File: src/common/core_ptr_pkg.sv
// package: constants for the pointer, table and stack unit
package core_ptr_pkg;
  // ==========================================================
  // register offsets in bank 0
  localparam logic [7:0] ADDR_FIRST_PTR_LOW = 8'h80;
  localparam logic [7:0] ADDR_FIRST_PTR_HIGH = 8'h81;
  localparam logic [7:0] ADDR_TABLE_HIGH = 8'h82;
  localparam logic [7:0] ADDR_SECOND_PTR_LOW = 8'h83;
  localparam logic [7:0] ADDR_SECOND_PTR_HIGH = 8'h84;
  localparam logic [7:0] ADDR_STACK_PTR_CTL = 8'hDF;
  localparam logic [7:0] ADDR_FIRST_WINDOW = 8'hE6;
  localparam logic [7:0] ADDR_SECOND_WINDOW = 8'hE7;
  localparam logic [7:0] ADDR_STACK_BASE = 8'hF0;
  localparam logic [7:0] ADDR_WORK_LAST = 8'h87;
  // ==========================================================
  // field positions and reset values
  localparam int GIE_BIT = 7;
  localparam int PC_W = 14;
  localparam int PC_HIGH_W = 6;
  localparam int STACK_DEPTH = 8;
  localparam logic [2:0] STACK_LEVEL_RESET = 3'h7;
  localparam logic GIE_RESET = 1'b0;
  localparam logic [13:0] STACK_ENTRY_RESET = 14'h0000;
  // ==========================================================
  // factory options
  typedef enum logic [2:0] {
    CLK_INTERNAL_FAST_RC = 3'h0,
    CLK_INTERNAL_FAST_RC_TICK = 3'h1,
    CLK_OUTSIDE_RC_OSC = 3'h2,
    CLK_XTAL_LOW = 3'h3,
    CLK_XTAL_HIGH = 3'h4,
    CLK_XTAL_STD = 3'h5
  } clk_src_e;
  typedef enum logic [1:0] {
    WDT_ALWAYS_ON = 2'h0,
    WDT_ENABLE = 2'h1,
    WDT_DISABLE = 2'h2
  } wdt_mode_e;
  // instruction cycle dividers 2, 4, 8, 16
  localparam logic [4:0] CYCLE_DIV_2 = 5'h02;
  localparam logic [4:0] CYCLE_DIV_4 = 5'h04;
  localparam logic [4:0] CYCLE_DIV_8 = 5'h08;
  localparam logic [4:0] CYCLE_DIV_16 = 5'h10;
endpackage : core_ptr_pkg

File: src/rtl/core_pointer_stack_unit.sv
// design: working/pointer registers, table read, return stack, options
`timescale 1ns/1ps
// Notes on behaviour
// RQ1 - first pair gives bank and location
// RQ2 - second pair gives bank and location
// RQ3 - table read addresses rom by second pair
// RQ4 - table word high to table reg, low accumulator
// RQ5 - pointer registers 8-bit, read/write, no reset
// RQ6 - immediate loads only to 0x80..0x87
// RQ7 - direct move accumulator to/from bank 0
// RQ8 - eight-level stack on call and interrupt
// RQ9 - 3-bit pointer, 14-bit entries
// RQ10 - push decrements, pop increments pointer
// RQ11 - pushes fill 0..7; ninth push overflows
// RQ12 - both return ops pop into program counter
// RQ13 - stack mapped in bank 0, bytes reset zero
// RQ14 - pointer bit 7 is interrupt enable, reset 0
// RQ15 - software initialises pointer to all ones
// RQ16 - option picks clock source; rc frees pins
// RQ17 - option picks cycle of 2/4/8/16 clocks
// RQ18 - option picks watchdog mode
// RQ19 - reset option: falling pin edge resets
// RQ20 - input option: pin is input, no pull-up
// RQ21 - security option blocks full rom readout
// RQ22 - pushed counter is 14 bits, 6 high 8 low
// RQ23 - window registers redirect to pointed ram byte
module core_pointer_stack_unit (
  input wire logic i_mclk,
  input wire logic i_srst,
  // register access from the core
  input wire logic i_reg_we,
  input wire logic i_reg_re,
  input wire logic [7:0] i_reg_addr,
  input wire logic [7:0] i_reg_wdata,
  input wire logic i_reg_imm,
  output logic [7:0] o_reg_rdata,
  output logic o_imm_refused,
  // direct and indirect ram port
  output logic [15:0] o_ram_addr,
  output logic o_ram_we,
  output logic o_ram_re,
  output logic [7:0] o_ram_wdata,
  input wire logic [7:0] i_ram_rdata,
  // stack operations
  input wire logic i_call_push,
  input wire logic i_irq_push,
  input wire logic i_sub_exit,
  input wire logic i_irq_exit,
  input wire logic [core_ptr_pkg::PC_W-1:0] i_pc,
  output logic [core_ptr_pkg::PC_W-1:0] o_pop_pc,
  output logic o_pop_valid,
  output logic o_stack_overflow,
  output logic o_global_irq_enable,
  // rom table read
  input wire logic i_rom_table_read,
  input wire logic i_rom_external_dump,
  output logic [15:0] o_rom_addr,
  input wire logic [15:0] i_rom_data,
  output logic [7:0] o_acc_data,
  output logic o_acc_load,
  // factory options
  input wire core_ptr_pkg::clk_src_e i_opt_clk_src,
  input wire logic [1:0] i_opt_cycle_sel,
  input wire core_ptr_pkg::wdt_mode_e i_opt_wdt,
  input wire logic i_opt_reset_pin,
  input wire logic i_opt_security,
  input wire logic i_power_down,
  input wire logic i_shared_pin,
  output logic o_osc_pins_gpio,
  output logic o_xout_gpio,
  output logic o_rtc_tick_en,
  output logic [4:0] o_cycle_div,
  output logic o_wdt_run,
  output logic o_ext_reset,
  output logic o_input_only_pin,
  output logic o_input_pullup_en,
  output logic o_rom_dump_block
);
  import core_ptr_pkg::*;

  // ==========================================================
  // working and pointer registers
  // no reset on purpose: software must load them before use
  logic [7:0] first_pointer_low_r;
  logic [7:0] first_pointer_high_r;
  logic [7:0] table_high_byte_r;
  logic [7:0] second_pointer_low_r;
  logic [7:0] second_pointer_high_r;
  logic [2:0] stack_level_bits_r;
  logic [2:0] stack_level_bits_nxt;
  logic global_irq_enable_r;
  logic [PC_W-1:0] stack_mem_r [STACK_DEPTH];
  logic [3:0] depth_r;
  logic [3:0] depth_nxt;
  logic overflow_r;
  logic [PC_W-1:0] pop_pc_r;
  logic pop_valid_r;
  logic [7:0] acc_data_r;
  logic acc_load_r;
  logic pin_prev_r;
  logic ext_reset_r;

  wire is_work = (i_reg_addr >= ADDR_FIRST_PTR_LOW) && (i_reg_addr <= ADDR_WORK_LAST);
  wire imm_ok = !i_reg_imm || is_work; // RQ6
  wire wr = i_reg_we && imm_ok;
  wire hit_first_window = (i_reg_addr == ADDR_FIRST_WINDOW);
  wire hit_second_window = (i_reg_addr == ADDR_SECOND_WINDOW);
  wire hit_stack = (i_reg_addr[7:4] == ADDR_STACK_BASE[7:4]);
  wire [2:0] stk_idx = 3'(7 - i_reg_addr[3:1]);
  wire stk_high = i_reg_addr[0];
  wire [15:0] first_addr = {first_pointer_high_r, first_pointer_low_r}; // RQ1
  wire [15:0] second_addr = {second_pointer_high_r, second_pointer_low_r}; // RQ2
  wire any_push = i_call_push || i_irq_push; // RQ8
  wire any_pop = i_sub_exit || i_irq_exit; // RQ12
  wire [2:0] push_idx = 3'(stack_level_bits_r - 3'h1);
  wire [2:0] pop_idx = 3'(stack_level_bits_r + 3'h1);
  // a push fills the entry at the current level: level 7 fills entry 0
  wire [2:0] push_entry = 3'(7 - stack_level_bits_r); // RQ11
  // a pop reads the entry one level up, the one the newest push filled
  wire [2:0] pop_entry = 3'(7 - pop_idx); // RQ12
  wire is_mapped = hit_stack || (i_reg_addr == ADDR_STACK_PTR_CTL) ||
                   (i_reg_addr >= ADDR_FIRST_PTR_LOW && i_reg_addr <= ADDR_SECOND_PTR_HIGH);
  wire ram_path = !is_mapped && !is_work;

  // ==========================================================
  // write decode; a refused immediate write reaches none of these
  wire wr_first_low = wr && (i_reg_addr == ADDR_FIRST_PTR_LOW);
  wire wr_first_high = wr && (i_reg_addr == ADDR_FIRST_PTR_HIGH);
  wire wr_table_high = wr && (i_reg_addr == ADDR_TABLE_HIGH);
  wire wr_second_low = wr && (i_reg_addr == ADDR_SECOND_PTR_LOW);
  wire wr_second_high = wr && (i_reg_addr == ADDR_SECOND_PTR_HIGH);
  wire wr_stack_ctl = wr && (i_reg_addr == ADDR_STACK_PTR_CTL);
  wire pop_take = any_pop && !any_push;
  wire push_full = any_push && (depth_r >= 4'(STACK_DEPTH));
  // stack bytes as the bus sees them; unused high bits read as zero
  wire [PC_W-1:0] stk_word = stack_mem_r[stk_idx];
  wire [7:0] stk_byte = stk_high ? {2'h0, stk_word[13:8]} : stk_word[7:0];
  wire [7:0] stk_ctl_byte = {global_irq_enable_r, 4'h0, stack_level_bits_r};

  // ==========================================================
  // ram port: window redirect, else direct bank-0 move
  always_comb begin
    o_ram_addr = {8'h00, i_reg_addr}; // RQ7
    if (hit_first_window) begin
      o_ram_addr = first_addr; // RQ23
    end else if (hit_second_window) begin
      o_ram_addr = second_addr; // RQ23
    end
  end
  assign o_ram_we = wr && ram_path;
  assign o_ram_re = i_reg_re && ram_path;
  assign o_ram_wdata = i_reg_wdata;
  assign o_imm_refused = i_reg_we && !imm_ok;

  // ==========================================================
  // register read mux
  always_comb begin
    o_reg_rdata = i_ram_rdata;
    if (hit_stack) begin
      o_reg_rdata = stk_byte; // RQ13
    end else begin
      unique case (i_reg_addr)
        ADDR_FIRST_PTR_LOW: o_reg_rdata = first_pointer_low_r; // RQ5
        ADDR_FIRST_PTR_HIGH: o_reg_rdata = first_pointer_high_r;
        ADDR_TABLE_HIGH: o_reg_rdata = table_high_byte_r;
        ADDR_SECOND_PTR_LOW: o_reg_rdata = second_pointer_low_r;
        ADDR_SECOND_PTR_HIGH: o_reg_rdata = second_pointer_high_r;
        ADDR_STACK_PTR_CTL: o_reg_rdata = stk_ctl_byte;
        default: o_reg_rdata = i_ram_rdata;
      endcase
    end
  end

  // ==========================================================
  // pointer/working registers, table read result
  always_ff @(posedge i_mclk) begin
    if (wr_first_low) begin
      first_pointer_low_r <= i_reg_wdata; // RQ5
    end
  end

  always_ff @(posedge i_mclk) begin
    if (wr_first_high) begin
      first_pointer_high_r <= i_reg_wdata; // RQ5
    end
  end

  always_ff @(posedge i_mclk) begin
    if (wr_second_low) begin
      second_pointer_low_r <= i_reg_wdata; // RQ5
    end
  end

  always_ff @(posedge i_mclk) begin
    if (wr_second_high) begin
      second_pointer_high_r <= i_reg_wdata; // RQ5
    end
  end

  // a table read outranks a bus write to the same register in one cycle
  always_ff @(posedge i_mclk) begin
    if (i_rom_table_read) begin
      table_high_byte_r <= i_rom_data[15:8]; // RQ4
    end else if (wr_table_high) begin
      table_high_byte_r <= i_reg_wdata;
    end
  end

  assign o_rom_addr = second_addr; // RQ3

  always_ff @(posedge i_mclk) begin
    if (i_srst) begin
      acc_data_r <= 8'h00;
      acc_load_r <= 1'b0;
    end else begin
      acc_load_r <= i_rom_table_read;
      if (i_rom_table_read) begin
        acc_data_r <= i_rom_data[7:0]; // RQ4
      end
    end
  end

  // ==========================================================
  // return stack
  // a push and a pop in the same cycle: push wins, pop is dropped
  always_comb begin
    stack_level_bits_nxt = stack_level_bits_r;
    depth_nxt = depth_r;
    if (any_push) begin
      stack_level_bits_nxt = push_idx; // RQ10
      depth_nxt = (depth_r == 4'(STACK_DEPTH + 1)) ? depth_r : 4'(depth_r + 4'h1);
    end else if (any_pop) begin
      stack_level_bits_nxt = pop_idx; // RQ10
      depth_nxt = (depth_r == 4'h0) ? depth_r : 4'(depth_r - 4'h1);
    end else if (wr_stack_ctl) begin
      stack_level_bits_nxt = i_reg_wdata[2:0];
      depth_nxt = 4'(3'h7 - i_reg_wdata[2:0]);
    end
  end

  always_ff @(posedge i_mclk) begin
    if (i_srst) begin
      stack_level_bits_r <= STACK_LEVEL_RESET;
      depth_r <= 4'h0;
    end else begin
      stack_level_bits_r <= stack_level_bits_nxt; // RQ9
      depth_r <= depth_nxt;
    end
  end

  // overflow is sticky; a push that overflows outranks a clearing write
  always_ff @(posedge i_mclk) begin
    if (i_srst) begin
      overflow_r <= 1'b0;
    end else if (push_full) begin
      overflow_r <= 1'b1; // RQ11
    end else if (wr_stack_ctl) begin
      overflow_r <= 1'b0;
    end
  end

  always_ff @(posedge i_mclk) begin
    if (i_srst) begin
      global_irq_enable_r <= GIE_RESET; // RQ14
    end else if (wr_stack_ctl) begin
      global_irq_enable_r <= i_reg_wdata[GIE_BIT]; // RQ14
    end
  end

  // an overflowing push still lands, overwriting the oldest entry
  genvar g;
  generate
    for (g = 0; g < STACK_DEPTH; g++) begin : g_stack
      wire push_here = any_push && (push_entry == 3'(g)); // RQ11
      wire wr_here = wr && hit_stack && (stk_idx == 3'(g));
      always_ff @(posedge i_mclk) begin
        if (i_srst) begin
          stack_mem_r[g] <= STACK_ENTRY_RESET; // RQ13
        end else if (push_here) begin
          stack_mem_r[g] <= i_pc; // RQ22
        end else if (wr_here && stk_high) begin
          stack_mem_r[g][13:8] <= i_reg_wdata[PC_HIGH_W-1:0];
        end else if (wr_here) begin
          stack_mem_r[g][7:0] <= i_reg_wdata;
        end
      end
    end
  endgenerate

  always_ff @(posedge i_mclk) begin
    if (i_srst) begin
      pop_pc_r <= 14'h0000;
      pop_valid_r <= 1'b0;
    end else begin
      pop_valid_r <= pop_take;
      if (pop_take) begin
        pop_pc_r <= stack_mem_r[pop_entry]; // RQ12
      end
    end
  end

  assign o_pop_pc = pop_pc_r;
  assign o_pop_valid = pop_valid_r;
  assign o_stack_overflow = overflow_r;
  assign o_global_irq_enable = global_irq_enable_r;
  assign o_acc_data = acc_data_r;
  assign o_acc_load = acc_load_r;

  // ==========================================================
  // factory options
  wire src_internal_rc = (i_opt_clk_src == CLK_INTERNAL_FAST_RC) ||
                         (i_opt_clk_src == CLK_INTERNAL_FAST_RC_TICK);
  wire src_outside_rc = (i_opt_clk_src == CLK_OUTSIDE_RC_OSC);
  assign o_osc_pins_gpio = src_internal_rc; // RQ16
  assign o_xout_gpio = src_internal_rc || src_outside_rc;
  assign o_rtc_tick_en = (i_opt_clk_src == CLK_INTERNAL_FAST_RC_TICK);
  always_comb begin
    unique case (i_opt_cycle_sel) // RQ17
      2'h0: o_cycle_div = CYCLE_DIV_2;
      2'h1: o_cycle_div = CYCLE_DIV_4;
      2'h2: o_cycle_div = CYCLE_DIV_8;
      default: o_cycle_div = CYCLE_DIV_16;
    endcase
  end
  wire wdt_enable_running = (i_opt_wdt == WDT_ENABLE) && !i_power_down;
  assign o_wdt_run = (i_opt_wdt == WDT_ALWAYS_ON) || wdt_enable_running; // RQ18

  // pin taken as synchronous; edge detect adds one cycle of latency
  // previous sample resets to the idle high level, so reset release is no edge
  wire pin_fell = pin_prev_r && !i_shared_pin;
  always_ff @(posedge i_mclk) begin
    if (i_srst) begin
      pin_prev_r <= 1'b1;
      ext_reset_r <= 1'b0;
    end else begin
      pin_prev_r <= i_shared_pin;
      ext_reset_r <= i_opt_reset_pin && pin_fell; // RQ19
    end
  end
  assign o_ext_reset = ext_reset_r;
  assign o_input_only_pin = !i_opt_reset_pin; // RQ20
  assign o_input_pullup_en = 1'b0; // RQ20
  assign o_rom_dump_block = i_opt_security && i_rom_external_dump; // RQ21
endmodule : core_pointer_stack_unit

File: config.mk
export PLATFORM = sky130hd
export DESIGN_NAME = core_pointer_stack_unit
export DESIGN_NICKNAME = d
export VERILOG_FILES = /design/src/common/core_ptr_pkg.sv /design/src/rtl/core_pointer_stack_unit.sv
export SDC_FILE = /design/constraint.sdc
export NUM_CORES = 1
export LEC_CHECK = 0
export BUFFER_PORTS_ARGS = -buffer_cell sky130_fd_sc_hd__buf_2
export CORE_MARGIN = 1
export CORE_UTILIZATION = 60
export DETAILED_ROUTE_END_ITERATION = 8
export PLACE_DENSITY = 0.84
export SLEW_MARGIN = 5
export SYNTH_ARGS = -nofsm -noshare
export SYNTH_HDL_FRONTEND = slang
export SYNTH_SLANG_ARGS = --single-unit
File: constraint.sdc
create_clock -name i_mclk -period 7.25 [get_ports i_mclk]
set_clock_uncertainty 0.2 [all_clocks]
set_input_delay 1.0875 -clock i_mclk [delete_from_list [all_inputs] [get_ports i_mclk]]
set_output_delay 1.0875 -clock i_mclk [all_outputs]
set_load 0.02 [all_outputs]
Word level (Yosys, flattened, before mapping)
Memories as Yosys holds them, arrays and structs flattened. A register that Yosys moved wholly into a read port is not among the register bits. Cells that the tools add are included.

Register bits after elaboration: 61. Bits in writable memories: 112. Input bits: 76. Output and inout bits: 90. Logic and storage cells: 292. Memories kept: 1.

Memories: stack_mem_r (words 8, width 14, read ports 2, clocked after Yosys merged registers in 1, write ports 8, RTL line core_pointer_stack_unit.sv:92) `logic [PC_W-1:0] stack_mem_r [STACK_DEPTH];`.

Add/subtract/negate cells: 8. Order comparisons: 4. Eq/ne operators: 31. Mux-type cells: 140. Bitwise logic cells: 24. Reduce and logical (&&, ||, !) cells: 70.

Operator list (number): $mux W14 (8); $mux W1 (100); $mux W8 (12); $eq A8 B8 Y1 const B (8); $mux W6 (8); $pmux W8 S6 (1); $logic_and A1 B1 Y1 (44); $mux W16 (2); $eq A3 B3 Y1 const B (8); $or A1 B1 Y1 (24); $mux W4 (5); $le A8 B8 Y1 const B (2); $eq A3 B2 Y1 const B (5); $pmux W5 S3 (1); $eq A3 B1 Y1 const B (3); $logic_not A3 Y1 (3); $mux W3 (3); $sub A3 B3 Y3 const A (3); $eq A4 B4 Y1 const B (2); $ge A8 B8 Y1 const B (1); $logic_not A1 Y1 (8); $logic_or A1 B1 Y1 (8); $add A4 B1 Y4 const B (1); $eq A2 B1 Y1 const B (2); other kinds (13) (15).

Depth between registers and ports, before layout
Depth after elaboration: 12. Gate-level depth with buffers: 10. Gate-level depth less buffers: 7.

Worst setup path before layout
No wires, ideal clock.

Kind: input -> output. Start point: input port i_reg_addr[2]. End point: output port o_reg_rdata[6]. Data arrival time: 2.710 ns. Required time: 5.963 ns. Slack: 3.252 ns. Stages on the path: 8. Path buffers: 3. Cell sequence: buf_2 buf_2 buf_2 mux4_2 mux2i_1 nor3_1 a31oi_1 o311ai_0.

Longest elaborated chain between the ends: 4. Elaborated cells on any way between the ends: 11. Classes of those cells: 1 x add/sub; 6 x eq/ne; 3 x mux; 1 x memory.

RTL lines: start: declaration (RTL line core_pointer_stack_unit.sv:33) `input wire logic [7:0] i_reg_addr,`; $sub A3 B3 Y3 (RTL line core_pointer_stack_unit.sv:109) `wire [2:0] stk_idx = 3'(7 - i_reg_addr[3:1]);`; $mem_v2 Z8 W14; $mux W8 (RTL line core_pointer_stack_unit.sv:137) `wire [7:0] stk_byte = stk_high ? {2'h0, stk_word[13:8]} : stk_word[7:0];`; $mux W8 (*) (RTL line core_pointer_stack_unit.sv:159) `if (hit_stack) begin`; end: declaration (RTL line core_pointer_stack_unit.sv:36) `output logic [7:0] o_reg_rdata,`.

Every way passes the cells marked *; elsewhere a longest branch is shown, timed or not.

Final worst setup path
Start point: input port i_reg_addr[1]. End point: output port o_ram_addr[6].

Longest elaborated chain between the ends: 3. Elaborated cells on any way between the ends: 4. Classes of those cells: 2 x eq/ne; 2 x mux.

RTL lines: $eq A8 B8 Y1 (RTL line core_pointer_stack_unit.sv:107) `wire hit_second_window = (i_reg_addr == ADDR_SECOND_WINDOW);`; $mux W16 (RTL line core_pointer_stack_unit.sv:146) `end else if (hit_second_window) begin`; $mux W16 (*) (RTL line core_pointer_stack_unit.sv:144) `if (hit_first_window) begin`; end: declaration (RTL line core_pointer_stack_unit.sv:39) `output logic [15:0] o_ram_addr,`.

Marked as above.

==> reports/results.env <==
VDD.IR_DROP.WORST_mV=0.270
INITIAL_UTILIZATION=0.618
N_ANTENNA_CELL=0
TIMING_MAX_TRANSITION_VIOLATIONS_FINAL=0
POST_CTS_RESIZED=0
RUN_STATUS='completed'
SW_FRAC_OF_TOTAL=0.275
NUMCTSBUFFERS=17
YOSYS_WARNINGS=0
SYNTH_AREA_SQ_UM=10700
DRIVE_ABOVE_1_SHARE=0.320
F_MAX_MHz=204
LARGEST_FANOUT_OF_ANY_NET_ON_THE_CRITICAL_PATH=29
CTSLONGESTPATHBUFFERS=2
FP.COREAREA_SQ_UM=17400
FLOW.AREA_GROWTH_FROM_SYNTHESIS_PCT=11.7
WORST-ENDPOINT-ARRIVAL_PS=3620
CP_COMMON_CELL='sky130_fd_sc_hd__buf_2'
TOP_LEVEL_PORTS=166
TIMING.CRITICAL_PATH.SLOWEST_STAGE_CELL='sky130_fd_sc_hd__or4_1'
GRT_SETUP_UNREPAIRED='no'
WORST_PATH_SETUP_SLACK_AFTER_ROUTING_PS=2340
WORST_MARGIN_SLEW_PS=1300
YS_FF_LATCH=187
MIN-DELAY-PATH-CLASS='reg -> reg'
TIMING.CRITICAL_PATH.REQUIRED_PS=5960
PWR-SHARE-CLK=0.358
WORSTSETUPPATHTYPE='in -> out'
FINAL_COMMON_CELL='sky130_fd_sc_hd__buf_2'
AVGSYNTHCELLAREA_SQ_UM=12.5
POST_CTS_HOLD_BUFFER_COUNT=0
ANTENNA_FOUND_INITIAL=0
FINAL.SETUP.TNS_PS=0
GRT_MAX_DEGREE=45
SHARE_COMB_OF_TOTAL_POWER=0.182
GLOBALROUTE.TOTALOVERFLOW=0
FIRSTDRTPASSITERS=7
FP.DIEH_UM=136
CTS_SETUP_BUFFERS=0
DPL.HPWL_UM=22500
CORE.ROWCOUNT=48
SYNTH_SEQUENTIAL_AREA_RATIO=0.491
RRSETUPSLACK_PS=4330
CTS_TREE='built'
GRT_PASS1_WL_UM=48400
TIMING.SLEW.HEADROOM=0.130
TIMING.CRITICAL_PATH.TO_TYPE='output pin'
SEQ_POWER_SHARE=0.460
NETLIST_INSTANCES=857
GP_ROUTABILITY_CONGESTION=0.966
CP-START-KIND='primary input'
POWERDENSITY_nW_PER_UM2=231
INTPOWER_mW=2.01
DIE_OUTLINE_WIDTH_UM=136
TRITONCTS_NUM_SINKS=187
ROUTE.ANTENNA.REMAINING_NETS=0
MOSTFREQUENTLAYOUTCELLS='sky130_fd_sc_hd__buf_2, sky130_fd_sc_hd__edfxtp_1, sky130_fd_sc_hd__a22o_1'
FP.DIEAREA_SQ_UM=18400
FIRST_GLOBAL_VIAS=8175
NET_COUNT_REPORTED_AT_FINISH=1033
CLOCK_TREE.ROOT_CELL='sky130_fd_sc_hd__clkbuf_16'
YS_ASYNC_SR_FRACTION=0
WORSTSKEWPAIRLATENCY_PS=440
DRC=0
YS_DOMINANT_REG_CELL='sky130_fd_sc_hd__edfxtp_1'
CTS_MAX_LEVEL=4
POWER.STATIC_LEAKAGE_nW=4.64
SYNTH_EDF_COUNT=152
ROUTED_LENGTH_PER_PLACED_INSTANCE_UM=28.1
YOSYSUNIQUECELLTYPES=74
VIAS_AFTER_DETAILED_ROUTING=8725
MAX_STAGE_DELAY_PS=790
WORST_SLACK_PLACED_PS=2420
FIRST_ITER_VIOLATIONS=1458
FINAL-HOLD-VIOLATION-COUNT=0
SETUP_VIOL_COUNT_FINAL=0
PERIOD_NEEDED_PS=4910
LAYOUT.FILLER_CELLS=1196
DRT-TOTAL-WL_UM=33300
POWER_SWITCHING_uW=764
PORT-BUFFER-COUNT=163
CTS.CLK_SLEW.WORST_PATHS_PS=70
GLOBALROUTETOTALUTIL=0.364
VIASPERCELL=7.36
MAX_CAP_VIOLATIONS=0
POST-ROUTE-PERIOD-UTIL=0.677
CRITICAL_PATH.CELL_CHAIN='buf_2 > nand2_1 > or4_1 > nor2_1 > a22o_1 > buf_2'
==> power groups by stage <==
| stage | Sequential [mW] | Combinational [mW] | Clock (mW) |
|---|---|---|---|
| 3_5_place_dp | 1.30 | 0.481 | 0 |
| 3_3_place_gp | 1.29 | 0.468 | 0 |
| 5_1_grt | 1.28 | 0.528 | 1.02 |
| 4_1_cts | 1.27 | 0.490 | 0.983 |
| 6_report | 1.28 | 0.505 | 0.993 |
| 2_1_floorplan | 1.29 | 0.336 | 0 |
==> registers in the layout, summed over array words and instances, names as in the netlist, 3 cells and up <==
register               flops
depth_r                    4
first_pointer_high_r       8
first_pointer_low_r        8
o_acc_data                 8
o_pop_pc                  14
second_pointer_high_r      8
second_pointer_low_r       8
stack_level_bits_r         3
stack_mem_r              112
table_high_byte_r          8
==> path summary, 6_finish.rpt <==
check | from | to | depth (start not counted)
worst min register to register | pin_prev_r | o_ext_reset | 2
worst min-delay path | pin_prev_r | o_ext_reset | 2
worst max-delay path | i_reg_addr[1] | o_ram_addr[6] | 6
worst max register to register | stack_level_bits_r[0] | o_pop_pc[8] | 5
==> synthesized netlist by cell type (5+ instances only) <==
library cell | instances | area (sq um)
sky130_fd_sc_hd__a211oi_1 | 15 | 113
sky130_fd_sc_hd__a21oi_1 | 24 | 120
sky130_fd_sc_hd__a22o_1 | 120 | 1050
sky130_fd_sc_hd__a22oi_1 | 6 | 45.0
sky130_fd_sc_hd__a31oi_1 | 9 | 56.3
sky130_fd_sc_hd__and2_1 | 9 | 56.3
sky130_fd_sc_hd__and3_1 | 9 | 56.3
sky130_fd_sc_hd__buf_1 | 20 | 75.1
sky130_fd_sc_hd__buf_2 | 18 | 90.1
sky130_fd_sc_hd__buf_4 | 14 | 105
sky130_fd_sc_hd__buf_6 | 6 | 67.6
sky130_fd_sc_hd__clkbuf_1 | 42 | 158
sky130_fd_sc_hd__clkbuf_8 | 5 | 68.8
sky130_fd_sc_hd__dfxtp_1 | 35 | 701
sky130_fd_sc_hd__edfxtp_1 | 152 | 4560
sky130_fd_sc_hd__ha_1 | 10 | 125
sky130_fd_sc_hd__inv_1 | 9 | 33.8
sky130_fd_sc_hd__mux2_2 | 10 | 113
sky130_fd_sc_hd__mux2i_1 | 40 | 400
sky130_fd_sc_hd__mux4_2 | 59 | 1330
sky130_fd_sc_hd__nand2_1 | 43 | 161
sky130_fd_sc_hd__nand3_1 | 14 | 70.1
sky130_fd_sc_hd__nor2_1 | 64 | 240
sky130_fd_sc_hd__nor2_2 | 6 | 37.5
sky130_fd_sc_hd__nor2b_1 | 8 | 50.1
sky130_fd_sc_hd__o21ai_0 | 32 | 160
sky130_fd_sc_hd__o22ai_1 | 5 | 31.3
==> kinds of logic (layout without fill, tap and decap cells) <==
kind of cell    count (synthesis)  after routing  synth area share
compound gates                247            247             0.177
fa+ha+maj                      10             10            0.0117
mux                           109            109             0.172
flops                         187            187             0.491
other cells                     1              2          0.000350
simple gates                  188            188            0.0925
buf+inv                       115            217            0.0564
==> routing by layer <==
metal | global-route usage | vias up | wire [um]
met2 | 0.582 | 863 | 16000
met5 | 0 | - | 0
met4 | 0.183 | 0 | 1510
met3 | 0.109 | 150 | 4830
li1 | - | 3560 | -
met1 | 0.449 | 4152 | 10900
==> worst max-delay path, delay by kind of cell <==
kind | cells | cell delay, ps
AND/OR/NAND/NOR | 3 | 1490
AO/OA/AOI/OAI | 1 | 200
buffers and inverters | 2 | 820
==> layout make-up <==
cell class	count	area (sq um)	share of cell area
Tap cell	225	282	0.0235
Timing Repair Buffer	176	913	0.0762
Sequential cell	187	5270	0.439
Clock inverter	6	63.8	0.00532
Inverter	9	33.8	0.00282
Clock buffer	26	566	0.0472
Multi-Input combinational cell	556	4860	0.406
==> per-stage QoR <==
stage | utilization | std cells | hold WS [ps] | area [sq um] | power, mW
after floorplan | - | 858 | 195 | 10700 | 1.63
after global placement | 0.654 | 1153 | 206 | 11400 | 1.76
after detailed placement | 0.654 | 1153 | 209 | 11400 | 1.78
after CTS | 0.691 | 1185 | 221 | 12000 | 2.75
after global routing | 0.691 | 1185 | 236 | 12000 | 2.83
final | 0.691 | 1185 | 218 | 12000 | 2.77
Power figures use the tool's default switching activity.
